$ cat config.mk
export PLATFORM = sky130hd
export DESIGN_NAME = dpllms_top
export DESIGN_NICKNAME = d
export VERILOG_FILES = /design/src/hw/dpllms_pkg.sv /design/src/hw/dpllms_top.sv
export SDC_FILE = /design/constraint.sdc
export NUM_CORES = 2
export LEC_CHECK = 0
export ABC_AREA = 1
export ABC_CLOCK_PERIOD_IN_PS = 29400
export BUFFER_PORTS_ARGS = -buffer_cell sky130_fd_sc_hd__buf_2
export CAP_MARGIN = 20
export CORE_ASPECT_RATIO = 1.1
export CORE_MARGIN = 8
export CORE_UTILIZATION = 40
export CTS_CLUSTER_DIAMETER = 120
export DETAILED_ROUTE_END_ITERATION = 7
export SKIP_CTS_REPAIR_TIMING = 1
export SYNTH_ARGS = -nofsm -noshare
export SYNTH_HDL_FRONTEND = slang
export SYNTH_SLANG_ARGS = --single-unit
$ cat constraint.sdc
create_clock -name clk_i -period 29.4 [get_ports clk_i]
set_input_delay 2.94 -clock clk_i [delete_from_list [all_inputs] [get_ports clk_i]]
set_output_delay 2.94 -clock clk_i [all_outputs]
set_load 0.02 [all_outputs]
$ cat src/hw/dpllms_pkg.sv
// Operation
// - Reset puts automatic machine in free-run
// - Qualified selected input starts lock acquisition
// - Acquisition, all inputs lost: back to free-run
// - Acquisition, input switch: stay acquiring
// - Acquisition, lock achieved: enter locked
// - Locked, all inputs lost: enter holdover
// - Holdover, qualified input appears: lock recovery
// - Recovery, all inputs lost: back to holdover
// - Locked, input switch: enter lock recovery
// - Recovery, lock achieved: enter locked
// - Recovery, input switch: stay recovering
// - Switch on loss, revertive priority, forcing
// - Mode field: automatic or three forced modes
// - Free-run ignores inputs; combo slave follows
// - Bandwidth and damping apply only when locked
// - Bandwidth rounds down to supported nominal
// - Loss-of-signal flags missing edges in window
// - Frequency window 5 ms or 0.4 s
// - Per-input monitors; APLL input LOS only
// - APLL lock from phase errors, register, pin
// - System DPLL free-runs or follows aux oscillator
// - Feedback divider 48-bit, static while operating
// - Forced holdover ignores valid references
// - Non-revertive default; equal priority never reverts
package dpllms_pkg;
  localparam int NREF = 7;
  localparam int CLK_NS = 8;
  localparam int FREQ_SHORT_NS = 5000000;
  localparam int FREQ_LONG_NS = 400000000;
  localparam int FREQ_SHORT_CYC = FREQ_SHORT_NS / CLK_NS;
  localparam int FREQ_LONG_CYC = FREQ_LONG_NS / CLK_NS;
  localparam int ACT_CYC = 256;
  localparam int APLL_LOCK_CNT = 16;

  typedef enum logic [2:0] {
    free_run_state     = 3'h0,
    lock_acquire_state = 3'h1,
    locked_state       = 3'h2,
    holdover_state     = 3'h3,
    lock_recover_state = 3'h4
  } dpllms_state_t;

  typedef enum logic [1:0] {
    mode_auto          = 2'h0,
    mode_forced_locked = 2'h1,
    mode_forced_free   = 2'h2,
    mode_forced_hold   = 2'h3
  } dpllms_mode_t;

  typedef struct packed {
    logic [NREF-1:0] los;
    logic [NREF-1:0] act;
    logic [NREF-1:0] freq_ok;
  } dpllms_mon_t;

  // Register offsets (byte addresses)
  localparam logic [7:0] CTRL_OFF   = 8'h00;
  localparam logic [7:0] REFEN_OFF  = 8'h04;
  localparam logic [7:0] PRIO_OFF   = 8'h08;
  localparam logic [7:0] BW_OFF     = 8'h0c;
  localparam logic [7:0] LOSWIN_OFF = 8'h10;
  localparam logic [7:0] STAT_OFF   = 8'h14;
  localparam logic [7:0] MON_OFF    = 8'h18;
  localparam logic [7:0] NUMLO_OFF  = 8'h1c;
  localparam logic [7:0] NUMHI_OFF  = 8'h20;
  localparam logic [7:0] DENLO_OFF  = 8'h24;
  localparam logic [7:0] DENHI_OFF  = 8'h28;
  localparam logic [7:0] FNOM_OFF   = 8'h2c;
  localparam logic [7:0] FTOL_OFF   = 8'h30;
  localparam logic [7:0] APLLTH_OFF = 8'h34;

  // CTRL fields, then the BW damping field
  localparam int C_MODE = 0;
  localparam int C_REVERT = 2;
  localparam int C_FSEL_EN = 3;
  localparam int C_FSEL = 4;
  localparam int C_FWIN_LONG = 8;
  localparam int C_SYS_AUX = 9;
  localparam int C_LOCK_PIN = 10;
  localparam int C_COMBO = 11;
  localparam int BW_DAMP = 8;

  localparam logic [31:0] CTRL_RST = 32'h0000_0000;
  localparam logic [31:0] REFEN_RST = 32'h0000_007f;
  localparam logic [31:0] PRIO_RST = 32'h0654_3210;
  localparam logic [7:0] LOSWIN_RST = 8'h10;
  localparam logic [7:0] LOSWIN_MIN = 8'h08;
  localparam logic [7:0] APLLTH_RST = 8'h20;

  // Nominal loop bandwidths in units of 0.1 mHz
  localparam int NBW = 17;
  localparam logic [31:0] BW_TABLE [NBW] = '{
    32'd926, 32'd2780, 32'd5560, 32'd11100, 32'd22200, 32'd44500,
    32'd88900, 32'd178000, 32'd356000, 32'd712000, 32'd944000,
    32'd1420000, 32'd2850000, 32'd3330000, 32'd5710000,
    32'd114000000, 32'd121000000};
endpackage

$ cat src/hw/dpllms_top.sv
`timescale 1ns/100ps
module dpllms_top #(
  parameter int FREQ_SHORT_CYC = dpllms_pkg::FREQ_SHORT_CYC,
  parameter int FREQ_LONG_CYC  = dpllms_pkg::FREQ_LONG_CYC
) (
  input  wire logic                       clk_i,
  input  wire logic                       rst_n_i,
  input  wire logic                       psel_i,
  input  wire logic                       penable_i,
  input  wire logic                       pwrite_i,
  input  wire logic [7:0]                 paddr_i,
  input  wire logic [31:0]                pwdata_i,
  output logic      [31:0]                prdata_o,
  output logic                            pready_o,
  output logic                            pslverr_o,
  input  wire logic [dpllms_pkg::NREF-1:0] ref_i,
  input  wire logic                       apll_ref_i,
  input  wire logic                       auxiliary_oscillator_input_i,
  input  wire logic                       dpll_phase_lock_i,
  input  wire logic [7:0]                 apll_phase_err_i,
  output logic      [2:0]                 dpll_state_o,
  output logic      [2:0]                 sel_ref_o,
  output logic                            sel_valid_o,
  output logic                            loop_bw_en_o,
  output logic      [4:0]                 bw_index_o,
  output logic      [2:0]                 damping_o,
  output logic                            combo_follow_o,
  output logic                            apll_lock_pin_o,
  output logic                            sys_dpll_locked_o,
  output logic      [47:0]                fb_num_o,
  output logic      [47:0]                fb_den_o
);
  localparam int N = dpllms_pkg::NREF;

  // Round a request down to the nearest supported nominal
  function automatic logic [4:0] bw_round(input logic [31:0] req);
    logic [4:0] idx;
    idx = 5'h0;
    for (int k = 1; k < dpllms_pkg::NBW; k++) begin
      if (req >= dpllms_pkg::BW_TABLE[k]) idx = 5'(k);
    end
    return idx;
  endfunction

  // Release of the asynchronous reset through two flops
  logic rst_s1_r, rst_n_r;
  always_ff @(posedge clk_i or negedge rst_n_i) begin
    if (!rst_n_i) begin
      rst_s1_r <= 1'b0;
      rst_n_r  <= 1'b0;
    end else begin
      rst_s1_r <= 1'b1;
      rst_n_r  <= rst_s1_r;
    end
  end

  logic [31:0] ctrl_r, prio_r, fnom_r, ftol_r;
  logic [N-1:0] refen_r;
  logic [4:0]  bw_idx_r;
  logic [2:0]  damp_r;
  logic [7:0]  loswin_r, apllth_r;
  logic [47:0] num_r, den_r;
  dpllms_pkg::dpllms_state_t st_r, st_nxt, eff_st;
  dpllms_pkg::dpllms_mode_t  mode;
  assign mode = dpllms_pkg::dpllms_mode_t'(ctrl_r[dpllms_pkg::C_MODE +: 2]);

  // APB: one wait state, write lands on the edge that sees pready
  logic acc, wr_en, rd_hit, busy, fb_lock;
  assign acc   = psel_i && penable_i;
  assign wr_en = acc && pready_o && pwrite_i && !pslverr_o;
  // Divider words are frozen while the loop is operating
  assign busy  = (eff_st != dpllms_pkg::free_run_state);

  logic [31:0] rd_val;
  dpllms_pkg::dpllms_mon_t mon;
  logic [N-1:0] qual;
  logic apll_los, apll_lock_r, aux_los, sel_valid_r;
  logic [2:0] sel_r;

  always_comb begin
    rd_val  = 32'h0;
    rd_hit  = 1'b1;
    fb_lock = 1'b0;
    case (paddr_i)
      dpllms_pkg::CTRL_OFF:   rd_val = ctrl_r;
      dpllms_pkg::REFEN_OFF:  rd_val = 32'(refen_r);
      dpllms_pkg::PRIO_OFF:   rd_val = prio_r;
      dpllms_pkg::BW_OFF:
        rd_val = {21'h0, damp_r, 3'h0, bw_idx_r};
      dpllms_pkg::LOSWIN_OFF: rd_val = 32'(loswin_r);
      dpllms_pkg::STAT_OFF:
        rd_val = {9'h0, qual, 6'h0, sys_dpll_locked_o, apll_lock_r,
                  sel_valid_r, sel_r, 1'b0, eff_st};
      dpllms_pkg::MON_OFF:
        rd_val = {7'h0, apll_los, 1'b0, mon.freq_ok, 1'b0, mon.act,
                  1'b0, mon.los};
      dpllms_pkg::NUMLO_OFF:  begin
        rd_val = num_r[31:0];
        fb_lock = busy;
      end
      dpllms_pkg::NUMHI_OFF:  begin
        rd_val = 32'(num_r[47:32]);
        fb_lock = busy;
      end
      dpllms_pkg::DENLO_OFF:  begin
        rd_val = den_r[31:0];
        fb_lock = busy;
      end
      dpllms_pkg::DENHI_OFF:  begin
        rd_val = 32'(den_r[47:32]);
        fb_lock = busy;
      end
      dpllms_pkg::FNOM_OFF:   rd_val = fnom_r;
      dpllms_pkg::FTOL_OFF:   rd_val = ftol_r;
      dpllms_pkg::APLLTH_OFF: rd_val = 32'(apllth_r);
      default:                rd_hit = 1'b0;
    endcase
  end

  // Bus answer flops
  always_ff @(posedge clk_i or negedge rst_n_r) begin
    if (!rst_n_r) begin
      pready_o  <= 1'b0;
      pslverr_o <= 1'b0;
      prdata_o  <= 32'h0;
    end else if (acc && !pready_o) begin
      pready_o  <= 1'b1;
      pslverr_o <= !rd_hit || (pwrite_i && fb_lock);
      prdata_o  <= pwrite_i ? 32'h0 : rd_val;
    end else begin
      pready_o  <= 1'b0;
      pslverr_o <= 1'b0;
    end
  end

  // Software-written configuration
  always_ff @(posedge clk_i or negedge rst_n_r) begin
    if (!rst_n_r) begin
      ctrl_r   <= dpllms_pkg::CTRL_RST;
      refen_r  <= N'(dpllms_pkg::REFEN_RST);
      prio_r   <= dpllms_pkg::PRIO_RST;
      bw_idx_r <= 5'h0;
      damp_r   <= 3'h0;
      loswin_r <= dpllms_pkg::LOSWIN_RST;
      num_r    <= 48'h0;
      den_r    <= 48'h0;
      fnom_r   <= 32'h0;
      ftol_r   <= 32'h0;
      apllth_r <= dpllms_pkg::APLLTH_RST;
    end else if (wr_en) begin
      case (paddr_i)
        dpllms_pkg::CTRL_OFF:   ctrl_r <= pwdata_i;
        dpllms_pkg::REFEN_OFF:  refen_r <= pwdata_i[N-1:0];
        dpllms_pkg::PRIO_OFF:   prio_r <= pwdata_i;
        dpllms_pkg::BW_OFF: begin
          bw_idx_r <= bw_round(pwdata_i);
          damp_r   <= pwdata_i[dpllms_pkg::BW_DAMP +: 3];
        end
        // Short windows lose accuracy; clamp to eight clocks
        dpllms_pkg::LOSWIN_OFF:
          loswin_r <= (pwdata_i[7:0] < dpllms_pkg::LOSWIN_MIN) ?
                      dpllms_pkg::LOSWIN_MIN : pwdata_i[7:0];
        dpllms_pkg::NUMLO_OFF:  num_r[31:0]  <= pwdata_i;
        dpllms_pkg::NUMHI_OFF:  num_r[47:32] <= pwdata_i[15:0];
        dpllms_pkg::DENLO_OFF:  den_r[31:0]  <= pwdata_i;
        dpllms_pkg::DENHI_OFF:  den_r[47:32] <= pwdata_i[15:0];
        dpllms_pkg::FNOM_OFF:   fnom_r <= pwdata_i;
        dpllms_pkg::FTOL_OFF:   ftol_r <= pwdata_i;
        dpllms_pkg::APLLTH_OFF: apllth_r <= pwdata_i[7:0];
        default: ;
      endcase
    end
  end

  // Shared frequency gate: one window for all seven monitors
  logic [31:0] fwin_cnt_r;
  logic fwin_end;
  logic [31:0] fwin_len;
  assign fwin_len = ctrl_r[dpllms_pkg::C_FWIN_LONG] ?
                    32'(FREQ_LONG_CYC) : 32'(FREQ_SHORT_CYC);
  assign fwin_end = (fwin_cnt_r >= fwin_len - 32'h1);
  always_ff @(posedge clk_i or negedge rst_n_r) begin
    if (!rst_n_r) fwin_cnt_r <= 32'h0;
    else fwin_cnt_r <= fwin_end ? 32'h0 : fwin_cnt_r + 32'h1;
  end

  logic [7:0] act_cnt_r;
  always_ff @(posedge clk_i or negedge rst_n_r) begin
    if (!rst_n_r) act_cnt_r <= 8'h0;
    else act_cnt_r <= act_cnt_r + 8'h1; // wraps every ACT_CYC
  end

  // Per-input LOS, activity and frequency monitors
  genvar g;
  generate
    for (g = 0; g < N; g++) begin : g_mon
      logic prev_r, act_seen_r, act_r, fok_r, los_r;
      logic [7:0] gap_r;
      logic [31:0] ecnt_r;
      logic edge_w;
      logic [31:0] diff;
      assign edge_w = ref_i[g] && !prev_r;
      assign diff = (ecnt_r > fnom_r) ? ecnt_r - fnom_r
                                      : fnom_r - ecnt_r;
      always_ff @(posedge clk_i or negedge rst_n_r) begin
        if (!rst_n_r) begin
          prev_r <= 1'b0;
          gap_r  <= 8'h0;
          los_r  <= 1'b1;
        end else begin
          prev_r <= ref_i[g];
          gap_r  <= edge_w ? 8'h0 : (gap_r == 8'hff ? gap_r
                                                   : gap_r + 8'h1);
          los_r  <= !edge_w && (gap_r >= loswin_r);
        end
      end
      // Activity: at least one edge per activity period
      always_ff @(posedge clk_i or negedge rst_n_r) begin
        if (!rst_n_r) begin
          act_seen_r <= 1'b0;
          act_r      <= 1'b0;
        end else if (act_cnt_r == 8'(dpllms_pkg::ACT_CYC - 1)) begin
          act_r      <= act_seen_r || edge_w;
          act_seen_r <= 1'b0;
        end else if (edge_w) begin
          act_seen_r <= 1'b1;
        end
      end
      // Frequency: edge count per window against nominal
      always_ff @(posedge clk_i or negedge rst_n_r) begin
        if (!rst_n_r) begin
          ecnt_r <= 32'h0;
          fok_r  <= 1'b0;
        end else if (fwin_end) begin
          fok_r  <= (diff <= ftol_r);
          ecnt_r <= 32'h0;
        end else if (edge_w) begin
          ecnt_r <= ecnt_r + 32'h1;
        end
      end
      assign mon.los[g] = los_r;
      assign mon.act[g] = act_r;
      assign mon.freq_ok[g] = fok_r;
      assign qual[g] = refen_r[g] && !los_r && act_r && fok_r;
    end
  endgenerate

  // LOS only on the APLL and auxiliary oscillator inputs
  logic apll_prev_r, aux_prev_r;
  logic [7:0] apll_gap_r, aux_gap_r;
  always_ff @(posedge clk_i or negedge rst_n_r) begin
    if (!rst_n_r) begin
      apll_prev_r <= 1'b0;
      aux_prev_r  <= 1'b0;
      apll_gap_r  <= 8'hff;
      aux_gap_r   <= 8'hff;
    end else begin
      apll_prev_r <= apll_ref_i;
      aux_prev_r  <= auxiliary_oscillator_input_i;
      if (apll_ref_i && !apll_prev_r) apll_gap_r <= 8'h0;
      else if (apll_gap_r != 8'hff) apll_gap_r <= apll_gap_r + 8'h1;
      if (auxiliary_oscillator_input_i && !aux_prev_r) aux_gap_r <= 8'h0;
      else if (aux_gap_r != 8'hff) aux_gap_r <= aux_gap_r + 8'h1;
    end
  end
  assign apll_los = (apll_gap_r >= loswin_r);
  assign aux_los  = (aux_gap_r >= loswin_r);

  // Best candidate: lowest priority value among qualified inputs
  logic [2:0] best;
  logic best_ok;
  logic [3:0] best_p;
  always_comb begin
    best = 3'h0;
    best_ok = 1'b0;
    best_p = 4'hf;
    for (int k = 0; k < N; k++) begin
      if (qual[k] && (!best_ok || prio_r[4*k +: 4] < best_p)) begin
        best = 3'(k);
        best_p = prio_r[4*k +: 4];
        best_ok = 1'b1;
      end
    end
  end

  // Reference choice: forced, on loss, or revertive upgrade
  logic [2:0] fsel, sel_nxt;
  logic sel_ok_nxt, cur_ok, revert_up;
  assign fsel = ctrl_r[dpllms_pkg::C_FSEL +: 3];
  assign cur_ok = sel_valid_r && qual[sel_r];
  // Equal priority counts as one group: never revert within it
  assign revert_up = ctrl_r[dpllms_pkg::C_REVERT] && best_ok &&
                     (best_p < prio_r[4*sel_r +: 4]);
  always_comb begin
    sel_nxt = sel_r;
    sel_ok_nxt = cur_ok;
    if (ctrl_r[dpllms_pkg::C_FSEL_EN]) begin
      sel_nxt = fsel;
      sel_ok_nxt = (32'(fsel) < N) && qual[fsel];
    end else if (!cur_ok) begin
      sel_nxt = best;
      sel_ok_nxt = best_ok;
    end else if (revert_up) begin
      sel_nxt = best;
    end
  end

  logic switched;
  assign switched = sel_valid_r && sel_ok_nxt && (sel_nxt != sel_r);
  always_ff @(posedge clk_i or negedge rst_n_r) begin
    if (!rst_n_r) begin
      sel_r <= 3'h0;
      sel_valid_r <= 1'b0;
    end else begin
      sel_r <= sel_nxt;
      sel_valid_r <= sel_ok_nxt;
    end
  end

  // Automatic operating-mode machine
  always_comb begin
    st_nxt = st_r;
    case (st_r)
      dpllms_pkg::free_run_state:
        if (sel_ok_nxt) st_nxt = dpllms_pkg::lock_acquire_state;
      dpllms_pkg::lock_acquire_state:
        if (!sel_ok_nxt) st_nxt = dpllms_pkg::free_run_state;
        else if (switched) st_nxt = dpllms_pkg::lock_acquire_state;
        else if (dpll_phase_lock_i)
          st_nxt = dpllms_pkg::locked_state;
      dpllms_pkg::locked_state:
        if (!sel_ok_nxt) st_nxt = dpllms_pkg::holdover_state;
        else if (switched) st_nxt = dpllms_pkg::lock_recover_state;
      dpllms_pkg::holdover_state:
        if (sel_ok_nxt) st_nxt = dpllms_pkg::lock_recover_state;
      dpllms_pkg::lock_recover_state:
        if (!sel_ok_nxt) st_nxt = dpllms_pkg::holdover_state;
        else if (switched) st_nxt = dpllms_pkg::lock_recover_state;
        else if (dpll_phase_lock_i)
          st_nxt = dpllms_pkg::locked_state;
      default: st_nxt = dpllms_pkg::free_run_state;
    endcase
  end

  // Machine frozen under forced modes, resumes where it stood
  always_ff @(posedge clk_i or negedge rst_n_r) begin
    if (!rst_n_r) st_r <= dpllms_pkg::free_run_state;
    else if (mode == dpllms_pkg::mode_auto) st_r <= st_nxt;
  end

  // Forced modes take effect at once over the machine
  always_comb begin
    case (mode)
      dpllms_pkg::mode_forced_locked:
        eff_st = dpllms_pkg::locked_state;
      dpllms_pkg::mode_forced_free:
        eff_st = dpllms_pkg::free_run_state;
      dpllms_pkg::mode_forced_hold:
        eff_st = dpllms_pkg::holdover_state;
      default: eff_st = st_r;
    endcase
  end

  // APLL lock: run of small phase errors sets, one large clears
  logic [4:0] apll_run_r;
  always_ff @(posedge clk_i or negedge rst_n_r) begin
    if (!rst_n_r) begin
      apll_run_r  <= 5'h0;
      apll_lock_r <= 1'b0;
    end else if (apll_los || apll_phase_err_i > apllth_r) begin
      apll_run_r  <= 5'h0;
      apll_lock_r <= 1'b0;
    end else if (apll_run_r == 5'(dpllms_pkg::APLL_LOCK_CNT - 1)) begin
      apll_lock_r <= 1'b1;
    end else begin
      apll_run_r <= apll_run_r + 5'h1;
    end
  end

  // Registered outputs
  always_ff @(posedge clk_i or negedge rst_n_r) begin
    if (!rst_n_r) begin
      dpll_state_o      <= 3'h0;
      sel_ref_o         <= 3'h0;
      sel_valid_o       <= 1'b0;
      loop_bw_en_o      <= 1'b0;
      bw_index_o        <= 5'h0;
      damping_o         <= 3'h0;
      combo_follow_o    <= 1'b0;
      apll_lock_pin_o   <= 1'b0;
      sys_dpll_locked_o <= 1'b0;
      fb_num_o          <= 48'h0;
      fb_den_o          <= 48'h0;
    end else begin
      dpll_state_o   <= eff_st;
      sel_ref_o      <= sel_r;
      sel_valid_o    <= sel_valid_r;
      // Loop filter settings only matter while tracking
      loop_bw_en_o   <= (eff_st == dpllms_pkg::locked_state);
      bw_index_o     <= bw_idx_r;
      damping_o      <= damp_r;
      combo_follow_o <= (eff_st == dpllms_pkg::free_run_state) &&
                        ctrl_r[dpllms_pkg::C_COMBO];
      apll_lock_pin_o <= apll_lock_r &&
                         ctrl_r[dpllms_pkg::C_LOCK_PIN];
      sys_dpll_locked_o <= ctrl_r[dpllms_pkg::C_SYS_AUX] &&
                           !aux_los;
      fb_num_o       <= num_r;
      fb_den_o       <= den_r;
    end
  end
endmodule // dpllms_top

Yosys cells after proc, flatten, opt, wreduce, memory -nomap -nowiden. Cells that the tools add are included.

Register bits: 792. Output and inout bits: 149. Logic and storage cells: 485.

Add/sub/neg operators: 34. $lt $le $gt $ge: 52. Equality and inequality tests: 44. Shift operators: 1. Muxes and demuxes: 122. Reduce and logical (&&, ||, !) cells: 143.

Operators by type and width (number): 32-bit 2-to-1 mux (23); 32-bit case mux with 14 select lines (1); 32-bit subtractor (14); 32-bit by 1-bit adder with 32-bit output, second input constant (8); 32-bit greater-than comparator (7); 32-bit <= comparator (7); 8-bit 2-to-1 mux (19); 5-bit 2-to-1 mux (17); 8-bit by 1-bit adder with 8-bit output, second input constant (10); 8-bit >= comparator (9); 8-bit equality test, second input constant (8); 32-bit by 20-bit >= comparator with 1-bit output, second input constant (2); 32-bit by 22-bit >= comparator with 1-bit output, second input constant (2); 32-bit by 27-bit >= comparator with 1-bit output, second input constant (2); 1-bit logical AND (58); 3-bit 2-to-1 mux (17); 8-bit by 6-bit equality test with 1-bit output, second input constant (6); 2-bit nonzero test (17); 1-bit logical NOT (33); 1-bit 2-to-1 mux (33); 8-bit by 5-bit equality test with 1-bit output, second input constant (4); 32-bit by 12-bit >= comparator with 1-bit output, second input constant (1); 32-bit by 13-bit >= comparator with 1-bit output, second input constant (1); 32-bit by 14-bit >= comparator with 1-bit output, second input constant (1); other kinds (42) (96).

Longest topological paths before layout.
Word-level depth: 39. Mapped depth: 83.

Worst setup path before layout. No wires, ideal clock.

Path kind: reg2reg. From: register refen_r[0]. To: register st_r[1]. Arrival: 7.617 ns. Data required time: 29.281 ns. Slack: 21.665 ns. Stages on the path, launching flop included: 76. Buffers on the path: 0. Clock period less this slack: 7.735 ns. Path through: dfstp_2 -> nand2_1 -> nor2_4 -> inv_1 -> nor2_1 -> ha_1 -> inv_1 -> o21bai_1 -> inv_1 -> nand2_1 -> nand2_2 -> nand2_4 -> o21ai_0 -> ha_1 -> inv_1 -> o21bai_1 -> inv_2 -> nand2_2 -> [... 40 more ...] -> a21oi_1 -> o211ai_1 -> inv_1 -> nand2_2 -> nand2_2 -> nand2_1 -> nand3_1 -> nand2_1 -> nand2_1 -> nand2_1 -> inv_2 -> nand3_2 -> nand2_2 -> nand2_2 -> nand2_2 -> inv_2 -> o21ai_2 -> nand2_2.

Word-level cells in the longest chain between the ends: 38.

RTL lines: start: declaration (RTL line dpllms_top.sv:58) `logic [N-1:0] refen_r;`; start signal: assignment (RTL line dpllms_top.sv:140) `refen_r <= N'(dpllms_pkg::REFEN_RST);`; start signal: assignment (RTL line dpllms_top.sv:153) `dpllms_pkg::REFEN_OFF: refen_r <= pwdata_i[N-1:0];`; 1-bit logical AND (*) (3 in a row) (RTL line dpllms_top.sv:244) `assign qual[g] = refen_r[g] && !los_r && act_r && fok_r;`; 4-bit 2-to-1 mux / 1-bit 2-to-1 mux (equally long branches) (RTL line dpllms_top.sv:278) `if (qual[k] && (!best_ok || prio_r[4*k +: 4] < best_p)) begin`; 4-bit less-than comparator / 1-bit logical NOT (equally long branches) (RTL line dpllms_top.sv:278); 1-bit logical OR (RTL line dpllms_top.sv:278); 1-bit logical AND (RTL line dpllms_top.sv:278); 4-bit 2-to-1 mux / 1-bit 2-to-1 mux (equally long branches) (RTL line dpllms_top.sv:278); 4-bit less-than comparator / 1-bit logical NOT (equally long branches) (RTL line dpllms_top.sv:278); 1-bit logical OR (RTL line dpllms_top.sv:278); [... 20 more ...]; 3-bit 2-to-1 mux (RTL line dpllms_top.sv:303) `end else if (revert_up) begin`; 3-bit 2-to-1 mux (RTL line dpllms_top.sv:300) `end else if (!cur_ok) begin`; 3-bit 2-to-1 mux (RTL line dpllms_top.sv:297) `if (ctrl_r[dpllms_pkg::C_FSEL_EN]) begin`; 3-bit != test (RTL line dpllms_top.sv:309) `assign switched = sel_valid_r && sel_ok_nxt && (sel_nxt != sel_r);`; 1-bit logical AND (RTL line dpllms_top.sv:309); 3-bit 2-to-1 mux (on tied branches) (RTL line dpllms_top.sv:338, dpllms_top.sv:328); 3-bit 2-to-1 mux (on tied branches) (RTL line dpllms_top.sv:337, dpllms_top.sv:327); 3-bit case mux with 5 select lines (RTL line dpllms_top.sv:323) `case (st_r)`; end signal: assignment (RTL line dpllms_top.sv:347) `if (!rst_n_r) st_r <= dpllms_pkg::free_run_state;`; end signal: assignment (RTL line dpllms_top.sv:348) `else if (mode == dpllms_pkg::mode_auto) st_r <= st_nxt;`; end: declaration (RTL line dpllms_top.sv:63) `dpllms_pkg::dpllms_state_t st_r, st_nxt, eff_st;`.

Mark *: on every way between the ends. The rest lies on a longest branch, timed or not. The select of a mux whose other input is x is not followed. A chain may end at the register's enable or synchronous reset.

Final worst setup path.
From: register refen_r[0]. To: register st_r[2].

The elaborated chain is that of the path after synthesis.

==> results by group <==
Outcome
  • Status: finished clean

Worst setup path
  • Worst Setup Path Type: reg -> reg
  • Critical Path AT: 10.19 ns
  • Max incr delay on CP: 0.57 ns
  • Required time of the critical path: 30.02 ns
  • Element type at the critical path end: flop
  • Launching element type of the critical path: flop
  • Worst Path Max Fanout: 8
  • Slowest-stage cell, CP: dfstp_2
  • Most repeated library cell on the critical path: nand2_1

Routing
  • Detailed-route wire length: 274 mm
  • Number of search-and-repair iterations in the first detailed-routing pass: 7
  • Vias: 63800
  • Number of DRC markers in iteration 0: 6679
  • Post-detailed-route count of antenna-violating nets: 0
  • DRC violations left: 0
  • Vias per cell: 5.82
  • Wire per inst: 25.0 µm

Power
  • Relative contribution of combinational cells to total power: 14.7%
  • Cell leakage power: 36.2 nW
  • Net switching power: 0.829 mW
  • Areal power density over the cells: 39.3 nW/µm²
  • Fraction of power consumed by sequential logic: 41.3%
  • Switching power as a share of total power: 29.6%
  • Worst ir drop on vdd: 0.0410 mV
  • Design internal power: 1.97 mW
  • Portion of total power attributed to the clock network: 44.0%

Floorplanning
  • Core ar.: 158000 µm²
  • Rows: 153
  • Full die area: 172000 µm²
  • Height of the die: 434 µm
  • Die X-Extent: 396 µm
  • I/O pins: 212
  • Initial core utilization: 40.2%

Clock network
  • Clock root buffer: clkbuf_16
  • Clock insertion delay at the later pin of the skew report: 0.74 ns
  • Number of buffers created by CTS: 93
  • Sink Count: 792
  • H-Tree Level Count: 3
  • Clock tree from TritonCTS: built
  • Max clock buf depth: 3
  • CTS clock-pin slew for the worst setup and hold paths: 0.06 ns

Timing
  • Setup repair after global routing missed its margin: false
  • Slew of the pin with the lowest slew margin: 1.24 ns
  • FMAX: 0.104 GHz
  • Worst-case clock skew: 0.0453 ns
  • Final period demand of the worst path: 9.58 ns
  • Worst relative slew slack: 17.4%
  • Crit share post-route: 32.6%
  • Number of hold violations in the final report: 0
  • Total count of max-transition violations in the final report: 0
  • Total Neg Setup Slack: 0 ns
  • Number of failing setup endpoints in the final timing report: 0

GRT
  • Global-route usage over all layers: 30.5%
  • Number of global-route vias before repair: 60200
  • Total congestion overflow: 0
  • Largest net degree at the start of global routing: 169
  • First-pass GRT wire length: 396 mm
  • Antenna violations before repair: 22

Cells and area
  • Number of nets at the end of the flow: 9658
  • Share of post-route cells with drive strength above 1: 7.21%
  • Layout Area Growth over Synthesis: 12.0%
  • Most frequent standard cell in the layout excluding fill and tap cells: nand2_1
  • Most frequent cells in the layout: nand2_1 (1458), inv_1 (1164), o21ai_0 (861), a21oi_1 (859), ha_1 (792)
  • Util after Layout: 45.0%

Place
  • Final HPWL DP: 208 mm
  • Port Buffers: 211
  • Routability congestion estimate from global placement: 1.02

Worst hold path
  • Kind of path behind the tightest hold check: reg -> reg

Yosys
  • Share of flip-flops with an asynchronous set or reset after synthesis: 100%
  • Post-Syn Area per Cell: 7.47 µm²
  • Number of warnings printed during yosys synthesis: 0
  • Post-synthesis cell count: 8496
  • Post-synthesis cell type count: 72
  • Post-synth design cell area: 63500 µm²
  • Flip-flop and latch count after synthesis: 792
  • Most frequently used flop master after synthesis: dfrtp_1
  • Fraction of the yosys area taken by sequential cells: 31.3%
  • Number of enable flip-flop cells after synthesis: 0

Flow run
  • Max-cap violations: 0
## power groups by stage
stage          combinational [mW]  sequential, mW  clock, mW
2_1_floorplan               0.261            1.18          0
3_3_place_gp                0.401            1.17          0
3_5_place_dp                0.409            1.17          0
4_1_cts                     0.411            1.15       1.25
5_1_grt                     0.459            1.16       1.29
6_report                    0.412            1.15       1.23
## flip-flops by register name, indices dropped and copies added, names as in the netlist, 32 cells and up
name          count
den_r            48
fnom_r           32
num_r            48
g_mon.ecnt_r    224
ftol_r           32
fb_den_o         48
fwin_cnt_r       32
fb_num_o         48
ctrl_r           32
prio_r           32
prdata_o         32
g_mon.gap_r      56
## layer usage
metal  part of all wire (%)  global-route usage, %  wire [µm]
met1                     43                   41.9     117000
met2                     43                   46.7     116000
met5                  0.034                      0         94
met4                    5.0                   13.4      13600
met3                    9.7                   6.14      26400
## cell usage after synthesis (121+ instances only)
library cell,instances,area (µm²)
nand3_1,249,1250
nor2_1,751,2820
xnor2_1,121,1060
xor2_1,146,1280
nand2_1,1465,5500
o21ai_0,861,4310
a21oi_1,859,4300
clkbuf_1,165,619
ha_1,792,9910
nor3_1,204,1020
dfrtp_1,751,18800
inv_1,1166,4380
## cell families (layout without fill, tap and decap cells)
family	Yosys count	count (layout)	share of synthesized area (%)
compound gates	2334	2334	21.1
xor+xnor	267	267	3.69
fa+ha+maj	806	806	16.1
buf+inv	1359	1719	8.05
flops	792	792	31.3
mux	34	34	0.536
other cells	2	10	0.0118
simple gates	2902	2902	19.2
## critical path, delay by kind of cell (launching register included)
family                   cells  cell delay, ns
AND/OR/NAND/NOR             40            3.31
AO/OA/AOI/OAI               12            2.38
adder cells (fa/ha/maj)      7            2.14
buffers and inverters       15            1.05
flip-flops                   1            0.57
## final cells by class
type                       count  area [µm²]
timing repair buffer         368        2390
tap                         2092        2620
inverter                    1185        4450
antenna                        4        10.0
clock buffer                 128        2670
sequential                   792       19900
multi-input combinational   6349       38500
clock inverter                38         494
fill                       16100       86700
## path summary, 6_finish.rpt
kind | start | endpoint | slack [ns] | cells past startpoint
max | refen_r[0] | st_r[2] | 19.82 | 74
min | rst_s1_r | rst_n_r | 0.35 | 0
max reg2reg | refen_r[0] | st_r[2] | 19.82 | 74
min reg2reg | rst_s1_r | rst_n_r | 0.35 | 0
max in group asynchronous | rst_n_r | g_mon[6].ecnt_r[29] | 25.86 | 3
min in group asynchronous | rst_n_r | g_mon[2].prev_r | 0.45 | 0
## through the flow
stage	power [mW]	hold slack, ns	cell area, µm²	instances	setup WS, ns
finish	2.80	0.353	71000	11000	19.82
global route	2.91	0.358	71000	11000	18.79
CTS	2.82	0.356	71000	11000	19.80
detailed placement	1.58	0.340	67800	10800	19.87
global placement	1.57	0.337	67700	10800	19.59
floorplan	1.44	0.331	63500	8500	5.76
(Power assumes the default switching activity.)
